### config.mk
export PLATFORM = sky130hd
export DESIGN_NAME = stsr_regs
export DESIGN_NICKNAME = d
export VERILOG_FILES = /design/src/logic/stsr_pkg.sv /design/src/logic/stsr_regs.sv
export SDC_FILE = /design/constraint.sdc
export NUM_CORES = 1
export LEC_CHECK = 0
export ABC_CLOCK_PERIOD_IN_PS = 3600
export BUFFER_PORTS_ARGS = -buffer_cell sky130_fd_sc_hd__clkbuf_2
export CAP_MARGIN = 20
export CORE_ASPECT_RATIO = 1.4
export CORE_MARGIN = 5
export CORE_UTILIZATION = 50
export CTS_BUF_LIST = sky130_fd_sc_hd__clkbuf_8
export DETAILED_ROUTE_END_ITERATION = 8
export PLACE_DENSITY = 0.78
export SLEW_MARGIN = 5
export SYNTH_ARGS = -nofsm -noshare
export SYNTH_HDL_FRONTEND = slang
export SYNTH_SLANG_ARGS = --single-unit
### constraint.sdc
create_clock -name clk -period 3.6 [get_ports clk]
set_input_delay 0.18 -clock clk [delete_from_list [all_inputs] [get_ports clk]]
set_output_delay 0.18 -clock clk [all_outputs]
set_load 0.02 [all_outputs]
### src/logic/stsr_pkg.sv
// Purpose: Constants for the supply and thermal status register bank.
// Assumes: Byte-wide register reads addressed by an 8-bit offset.
// Notes: Threshold codes are in supply measurement counts.
package stsr_pkg;
  // ********************************************************************
  // Register offsets
  // ********************************************************************
  localparam logic [7:0] ADDR_EVENT_COR = 8'h03;
  localparam logic [7:0] ADDR_GLOBAL_STATUS = 8'h05;
  localparam logic [7:0] ADDR_DIE_TEMP = 8'h06;
  localparam logic [7:0] ADDR_SUPPLY_LOW = 8'h07;
  localparam logic [7:0] ADDR_SUPPLY_HIGH = 8'h08;
  // ********************************************************************
  // Field positions and reset values
  // ********************************************************************
  localparam int HV_FAULT_BIT = 4;
  localparam int TSD_BIT = 3;
  localparam int ADDR_FIELD_LSB = 2;
  localparam int AUTO_BIT = 0;
  localparam logic [7:0] GLOBAL_STATUS_RST = 8'h00;
  localparam logic [7:0] EVENT_RST = 8'h00;
  // ********************************************************************
  // Supply thresholds: 32 V and 44 V at 5.835 mV per count
  // ********************************************************************
  localparam int SUPPLY_UV_PER_COUNT = 5835;
  localparam int SUPPLY_FALL_MV = 32000;
  localparam int SUPPLY_RISE_MV = 44000;
  localparam logic [15:0] SUPPLY_FALL_CNT =
    16'((SUPPLY_FALL_MV * 1000) / SUPPLY_UV_PER_COUNT);
  localparam logic [15:0] SUPPLY_RISE_CNT =
    16'((SUPPLY_RISE_MV * 1000) / SUPPLY_UV_PER_COUNT);
endpackage : stsr_pkg

### src/logic/stsr_regs.sv
// Purpose: Supply fault and thermal event bits with a global status byte.
// Assumes: Serial interface decodes offsets and gives a one-cycle read.
// Notes: Read data is registered and valid the cycle after rd_en.
`timescale 1ns/10ps
module stsr_regs (
  input wire logic clk,
  input wire logic rst,
  input wire logic rd_en,
  input wire logic [7:0] rd_addr,
  output logic [7:0] rd_data_q,
  input wire logic [15:0] supply_sample,
  input wire logic [7:0] temp_sample,
  input wire logic [7:0] over_temp_th,
  input wire logic [7:0] safe_temp_th,
  input wire logic tsd_enable,
  input wire logic ports_powered,
  input wire logic [4:0] addr_pins,
  input wire logic auto_pin,
  output logic ports_hold_off_q,
  output logic thermal_shutdown_q
);
  import stsr_pkg::*;

  // ********************************************************************
  // Strap capture, after reset release
  // ********************************************************************
  logic [4:0] addr_s1_q, addr_s2_q, addr_s3_q;
  logic auto_s1_q, auto_s2_q, auto_s3_q;
  logic strap_done_q;
  logic [7:0] global_status_q;

  always_ff @(posedge clk) begin
    addr_s1_q <= addr_pins;
    addr_s2_q <= addr_s1_q;
    addr_s3_q <= addr_s2_q;
    auto_s1_q <= auto_pin;
    auto_s2_q <= auto_s1_q;
    auto_s3_q <= auto_s2_q;
  end

  // Capture waits until the synchroniser has refilled after reset.
  logic [1:0] strap_wait_q;
  always_ff @(posedge clk) begin
    if (rst) begin
      strap_wait_q <= 2'h0;
      strap_done_q <= 1'b0;
      global_status_q <= GLOBAL_STATUS_RST;
    end else if (!strap_done_q) begin
      if (strap_wait_q != 2'h3) begin
        strap_wait_q <= strap_wait_q + 2'h1;
      end else if (addr_s2_q == addr_s3_q && auto_s2_q == auto_s3_q) begin
        strap_done_q <= 1'b1;
        global_status_q <= 8'h00;
        global_status_q[ADDR_FIELD_LSB +: 5] <= addr_s3_q;
        global_status_q[AUTO_BIT] <= auto_s3_q;
      end
    end
  end

  // ********************************************************************
  // Supply hysteresis and fault event
  // ********************************************************************
  logic supply_bad_q;
  logic supply_bad_d;
  always_comb begin
    supply_bad_d = supply_bad_q;
    if (supply_bad_q && supply_sample > SUPPLY_RISE_CNT) begin
      supply_bad_d = 1'b0;
    end else if (!supply_bad_q && supply_sample < SUPPLY_FALL_CNT) begin
      supply_bad_d = 1'b1;
    end
  end

  // Starts bad so ports stay off until the supply first rises past 44 V.
  always_ff @(posedge clk) begin
    if (rst) begin
      supply_bad_q <= 1'b1;
      ports_hold_off_q <= 1'b1;
    end else begin
      supply_bad_q <= supply_bad_d;
      ports_hold_off_q <= supply_bad_d;
    end
  end

  logic hv_rise;
  assign hv_rise = supply_bad_d && !supply_bad_q;

  // ********************************************************************
  // Thermal shutdown
  // ********************************************************************
  logic [7:0] temp_limit;
  logic tsd_rise;
  assign temp_limit = tsd_enable ? over_temp_th : safe_temp_th;
  assign tsd_rise = ports_powered && (temp_sample > temp_limit) &&
                    !thermal_shutdown_q;

  always_ff @(posedge clk) begin
    if (rst) begin
      thermal_shutdown_q <= 1'b0;
    end else if (tsd_rise) begin
      thermal_shutdown_q <= 1'b1;
    end else if (temp_sample <= temp_limit) begin
      thermal_shutdown_q <= 1'b0;
    end
  end

  // ********************************************************************
  // Clear-on-read event bits
  // ********************************************************************
  logic hv_fault_event_q, tsd_event_q;
  logic cor_read;
  assign cor_read = rd_en && rd_addr == ADDR_EVENT_COR;

  // Set wins over the read-clear so a coincident event is kept.
  always_ff @(posedge clk) begin
    if (rst) begin
      hv_fault_event_q <= 1'b0;
    end else if (hv_rise) begin
      hv_fault_event_q <= 1'b1;
    end else if (cor_read) begin
      hv_fault_event_q <= 1'b0;
    end
  end

  always_ff @(posedge clk) begin
    if (rst) begin
      tsd_event_q <= 1'b0;
    end else if (tsd_rise) begin
      tsd_event_q <= 1'b1;
    end else if (cor_read) begin
      tsd_event_q <= 1'b0;
    end
  end

  // ********************************************************************
  // Supply word latch
  // ********************************************************************
  logic [7:0] high_hold_q;
  logic high_frozen_q;
  always_ff @(posedge clk) begin
    if (rst) begin
      high_hold_q <= 8'h00;
      high_frozen_q <= 1'b0;
    end else if (rd_en && rd_addr == ADDR_SUPPLY_LOW) begin
      high_hold_q <= supply_sample[15:8];
      high_frozen_q <= 1'b1;
    end else if (rd_en && rd_addr == ADDR_SUPPLY_HIGH) begin
      high_frozen_q <= 1'b0;
    end
  end

  // ********************************************************************
  // Read mux
  // ********************************************************************
  logic [7:0] event_byte;
  always_comb begin
    event_byte = EVENT_RST;
    event_byte[HV_FAULT_BIT] = hv_fault_event_q;
    event_byte[TSD_BIT] = tsd_event_q;
  end

  always_ff @(posedge clk) begin
    if (rst) begin
      rd_data_q <= 8'h00;
    end else if (rd_en) begin
      unique case (rd_addr)
        ADDR_EVENT_COR: rd_data_q <= event_byte;
        ADDR_GLOBAL_STATUS: rd_data_q <= global_status_q;
        ADDR_DIE_TEMP: rd_data_q <= temp_sample;
        ADDR_SUPPLY_LOW: rd_data_q <= supply_sample[7:0];
        ADDR_SUPPLY_HIGH: rd_data_q <= high_frozen_q ? high_hold_q :
                                        supply_sample[15:8];
        default: rd_data_q <= 8'h00;
      endcase
    end
  end
endmodule : stsr_regs

==> results_dict.tcl, run 1 <==
set metrics [dict create \
    status "finished clean" \
    routed_wl_um 5356 \
    cp.depth 5 \
    diodes 0 \
    remaining_drc_errors 0 \
    die_x_um 66.58 \
    area_growth_pct 24.85 \
    synthFlopType "dfxtp_1" \
    antenna_found_initial 0 \
    grt_pass1_wl_um 8604 \
    p_sw_share_pct 23.44 \
    timing.hold.ws_ps 123.6 \
    max_freq_ghz 0.5434 \
    gp_congestion 0.9121 \
    clk_latency_ps 310 \
    worst_slew_pin_slew_ps 857.2 \
    hold_violations 0 \
    synth_adder_area_share_pct 5.025 \
    maxCapViolCount 0 \
    synth_compound_area_share_pct 16.25 \
    p_switching_mw 0.2790 \
    grt_usage_pct 18.95 \
    dp.final_hpwl_um 4222 \
    synthesis.area_um2 2241 \
    antenna_left 0 \
    cts_tree "done" \
    ys_ff_latch 48 \
    ff2ff_path_depth 5 \
    criticalPathCategory "register to register" \
    powerDensity_nw_per_um2 425.4 \
    drtIter0Drc 66 \
    coreArea_um2 4274 \
    p_leak_nw 1.160 \
    synth_seq_area_share_pct 42.88 \
    numCtsBuffers 5 \
    nNetsFinal 376 \
    cts_sinks 48 \
    path_cells "xnor2_1 > nand3_1 > nor4_2 > mux2i_1 > nor2_1" \
    maxSlewViolCount 0 \
    setup_viol 0 \
    ys_warn_count 0 \
    clk_path_buf_depth 2 \
    fin_tns_setup_ps 0 \
    boundaryPins 69 \
    grt-ovfl-total 0 \
    slowest_stage "nor4_2" \
    fin_crit_ps 1840 \
    combPwrFrac_pct 13.5 \
    grt_pass1_vias 1928 \
    crit_path_max_incr_delay_ps 730 \
    start_util_pct 52.43 \
    synthDistinctLibCells 45 \
    cts_resized 0 \
    startpoint_type "register" \
    drt-wirelength-per-cell_um 14.51 \
    h-tree-depth 2 \
    synth_top_area_share_pct 42.88 \
    row_count 28 \
    crit_family "simple AND/OR/NAND/NOR gates" \
    route.vias.total 1987 \
    async_reset_ff_share_pct 0 \
    path_max_fanout 6 \
    avgSynthCellArea_um2 9.416 \
    peakVddDrop_mv 0.3249 \
    grt_setup_unrepaired "no" \
    grt_max_degree 32 \
    synthTopCellsByArea "dfxtp_1, mux2i_1, ha_1, nand2_1, mux2_2" \
    die_area_um2 5940 \
    hold_path_depth 3 \
    crit_buf_inv 0 \
    cellInternalPower_mw 0.9112 \
    path_clk_slew_ps 90 \
    io_buffers 68 \
    pwr-share-seq_pct 47.5 \
    die_y_um 89.21 \
    netlist_instances 238 \
    drive_above_1_share_pct 29.45 \
    fin_crit_sh_pct 51.12 \
    synth_xor_area_share_pct 2.736 \
    arrival_ps 2020 \
    synthSimpleGateAreaFrac_pct 16.19 \
    first_pass_iters 4 \
    syn_nets 306 \
    vias_per_cell 5.385 \
    synth_edf_count 0 \
    hp-class "primary input to register" \
    final.setup_skew_ps 6.562 \
    synthMuxAreaShare_pct 13.90 \
    synth_top_family_by_area "compound AO/OA/AOI/OAI gates" \
    cts_root_buffer "clkbuf_8" \
    clockPowerShare_pct 38.9 \
    cp.required_ps 3780 \
    endpoint_kind "register" \
    synth_top_area_cell "dfxtp_1" \
    max_slew_margin_pct 42.38 \
]
-- area by class of cell --
type                       instances  area (um2)
inverter                           3       11.26
tap                               60       75.07
clock buffer                       5       68.82
timing repair buffer              74       400.4
sequential                        48       960.9
clock inverter                     3       68.82
multi-input combinational        176        1212
fill                             379        1476
-- power groups by stage --
stage          registers [mW]  clock network [mW]  logic (mW)
2_1_floorplan           0.582                   0      0.0865
3_3_place_gp            0.577                   0       0.151
3_5_place_dp            0.578                   0       0.156
4_1_cts                 0.566               0.468       0.162
5_1_grt                 0.569               0.493       0.178
6_report                0.566               0.463       0.161
-- worst min-delay path, delay by kind of cell --
| kind | cells | cell delay, ps |
|---|---|---|
| AOI/OAI and AO/OA | 1 | 50 |
| and+or+nand+nor | 1 | 50 |
| buffers and inverters | 1 | 100 |
-- final timing paths --
check | start | end | slack (ps)
hold / removal | supply_sample[15] | high_hold_q[7]$_SDFFE_PP0P_ | 120
hold reg to reg | addr_s1_q[1]$_DFF_P_ | addr_s2_q[1]$_DFF_P_ | 320
setup / recovery | addr_s3_q[3]$_DFF_P_ | global_status_q[0]$_SDFFE_PP0P_ | 1760
setup reg to reg | addr_s3_q[3]$_DFF_P_ | global_status_q[0]$_SDFFE_PP0P_ | 1760
-- kinds of logic (layout without fill, tap and decap cells) --
group | after synthesis | count (layout)
buffers and inverters | 14 | 85
AOI/OAI and AO/OA | 55 | 55
muxes | 30 | 30
adders and majority gates | 9 | 9
xor gates and xnor gates | 7 | 7
DFF | 48 | 48
and+or+nand+nor | 75 | 75
-- state kept, by name (all words and copies together), names as in the netlist, 2 cells and up --
signal / flops
addr_s2_q: 5
addr_s3_q: 5
global_status_q: 6
strap_wait_q: 2
rd_data_q: 8
addr_s1_q: 5
high_hold_q: 8
-- cells in the final DEF (no fill, tap or decap), types with 4 or more instances in the layout --
master,netlist,routed
clkbuf_2,0,68
dfxtp_1,48,48
nand2_1,30,30
mux2i_1,21,21
a21oi_1,20,20
nor2_1,19,19
mux2_2,9,9
o21ai_0,9,9
ha_1,9,9
xnor2_1,7,7
dlygate4sd3_1,0,6
clkbuf_8,0,5
nand3_1,4,4
nor3_1,4,4
a22oi_1,4,4
o221ai_1,4,4
-- stage by stage --
step                      setup WS, ps  cells  utilization [%]  total power, mW  instance area, um2
after floorplan                   1558    238                -           0.6682                2241
after global placement            1550    355            60.83           0.7283                2600
after detailed placement          1486    355            60.83           0.7343                2600
after CTS                         1741    369            65.46            1.196                2798
after global routing              1549    369            65.46            1.240                2798
final                             1760    369            65.46            1.190                2798
-- routing by layer --
metal	routed length [um]	track usage (%)	vias to the layer above
li1	-	-	1004
met1	2134	20.94	925
met2	2826	34.66	46
met3	256	3.522	12
met4	138	8.688	0
met5	0	0	-
-- repair_timing --
action,4_1_cts,5_1_grt
hold buffers,6,0
buffers inserted,0,0
hold endpoints to repair,6,0
-- Yosys cell counts, drive strengths merged (2+ instances only) --
cell and n:
or3 2, a21oi 20, nor4 2, a22oi 4, a221oi 2, o21ai 9, ha 9, buf 3
nor3 4, mux2 9, or3b 2, clkbuf 8, inv 3, nand3 4, nand4 2, o221ai 4
nor2 20, nand2b 2, nor2b 2, xnor2 7, o22ai 2, nand2 30, mux2i 21, dfxtp 48
a22o 2, a21o 2
Power figures use the tool's default switching activity.
==> run 2: changes to the inputs <==
ABC_CLOCK_PERIOD_IN_PS = 1600   (was 3600)
CORE_UTILIZATION = 48   (was 50)
PLACE_DENSITY = 0.79   (was 0.78)
clock period = 1.6 ns   (was 3.6 ns; I/O delays follow)
==> results_dict.tcl, run 2 (same netlist as run 1, synthesis figures left out) <==
set metrics [dict create \
    num-fill-cells 398 \
    grt_setup_unrepaired "no" \
    route.vias.total 2066 \
    coreArea_um2 4536 \
    diodes 0 \
    postLayoutCoreUtil_pct 63.78 \
    grt-ovfl-total 0 \
    fin_crit_sh_pct 92.74 \
    use_met1_pct 19.72 \
    layout_setup_ws_ps 116.2 \
    die_x_um 67.75 \
    setup_viol 0 \
    antenna_found_initial 0 \
    area_growth_pct 29.09 \
    row_count 29 \
    final_cells 385 \
    numCtsBuffers 5 \
    h-tree-depth 2 \
    criticalPathCategory "primary input to register" \
    status "finished clean" \
    path_max_fanout 7 \
    max_slew_margin_pct 69.90 \
    die_y_um 90.85 \
    arrival_ps 1710 \
    grt_usage_pct 19.02 \
    grt_max_degree 22 \
    peakVddDrop_mv 0.7330 \
    drtIter0Drc 104 \
    nNetsFinal 390 \
    cts_root_buffer "clkbuf_8" \
    busiest_layer "met2" \
    cts_sinks 48 \
    die_area_um2 6154 \
    grt_pass1_vias 2042 \
    routed_wl_um 5478 \
    pre_cts_slack_ps -197.4 \
    use_met3_pct 4.234 \
    remaining_drc_errors 0 \
    maxSlewViolCount 0 \
    mostFrequentLayoutCells "clkbuf_2, dfxtp_1, nand2_1" \
    vias_per_cell 5.366 \
    place_inst 371 \
    worst_slew_pin_slew_ps 451.6 \
    grt_pass1_wl_um 8873 \
    io_buffers 68 \
    endpoint_kind "register" \
    dp.final_hpwl_um 4323 \
    post-cts-setup-buffers 0 \
    hp-class "primary input to register" \
    max_freq_ghz 0.6740 \
    path_clk_slew_ps 80 \
    maxCapViolCount 0 \
    use_met2_pct 31.84 \
    fin_tns_setup_ps 0 \
    clk_path_buf_depth 2 \
    gp_congestion 0.8064 \
    final.setup_skew_ps 12.57 \
    boundaryPins 69 \
    final_common_cell "clkbuf_2" \
    start_util_pct 49.41 \
    first_pass_iters 4 \
    antenna_left 0 \
    drt-wirelength-per-cell_um 14.23 \
    cts_tree "done" \
    top_regs "high_hold_q: 8 flops, rd_data_q: 8 flops, global_status_q: 6 flops" \
    startpoint_type "primary input" \
    drive_above_1_share_pct 33.13 \
    powerDensity_nw_per_um2 884.3 \
    clk_latency_ps 310 \
    fin_crit_ps 1484 \
    cp.required_ps 1830 \
    p_leak_nw 1.218 \
    hold_violations 0 \
]
run 2: cell count changes in the layout (fill, tap and decap cells not counted):
cell,previous run,this run
a2111oi_0,1,0
a2111oi_2,0,1
buf_4,0,14
bufinv_16,2,1
clkinv_4,0,2
inv_6,1,0
or3b_1,1,0
or3b_4,0,1
run 2: critical path, stage by stage:
cell      delay, ps
clkbuf_2         80
or4_4           540
or3b_4          400
buf_4           180
o221ai_1        190
o21ai_0         130
nor2_1          110
run 2: what timing repair did:
item | 4_1_cts | 5_1_grt
setup endpoints to repair | 0 | 3
hold endpoints to repair | 6 | 0
hold buffers | 6 | 0
gates resized for setup | 0 | 1
run 2: layout make-up:
class                   instances  area, um2  share of cell area [%]
clock inverters                 3      47.55                   1.644
flip-flops and latches         48      960.9                   33.22
well taps                      62      77.57                   2.682
multi-input cells             176       1221                   42.21
repair buffers                 88      505.5                   17.47
clock buffers                   5      68.82                   2.379
inverters                       3      11.26                  0.3893
run 2: power by group:
group / leakage [nW] / total (mW) / switching (mW) / internal, mW
combinational: 0.764 / 0.394 / 0.196 / 0.199
clock: 0.0583 / 0.890 / 0.420 / 0.471
sequential: 0.396 / 1.27 / 0.0276 / 1.25
run 2: final timing paths:
kind / depth (start not counted) / start / end / slack [ps]
max reg2reg: 6 / strap_wait_q[0]$_SDFFE_PP0P_ / global_status_q[2]$_SDFFE_PP0P_ / 170
min reg2reg: 0 / addr_s1_q[3]$_DFF_P_ / addr_s2_q[3]$_DFF_P_ / 320
min: 3 / supply_sample[13] / high_hold_q[5]$_SDFFE_PP0P_ / 30
max: 7 / rd_addr[6] / rd_data_q[5]$_SDFFE_PP0P_ / 120
run 2: per-stage QoR:
step                      hold slack, ps  area, um2  power (mW)
after floorplan                    107.7       2251       1.510
after global placement             182.1       2714       1.668
after detailed placement           184.4       2714       1.683
after CTS                          12.03       2890       2.588
after global routing               35.38       2893       2.670
final                              26.53       2893       2.558
run 2: metal layers:
layer	vias up	wire, um
met5	-	0
met4	0	327
met3	27	355
met2	74	2743
met1	932	2052
li1	1033	-
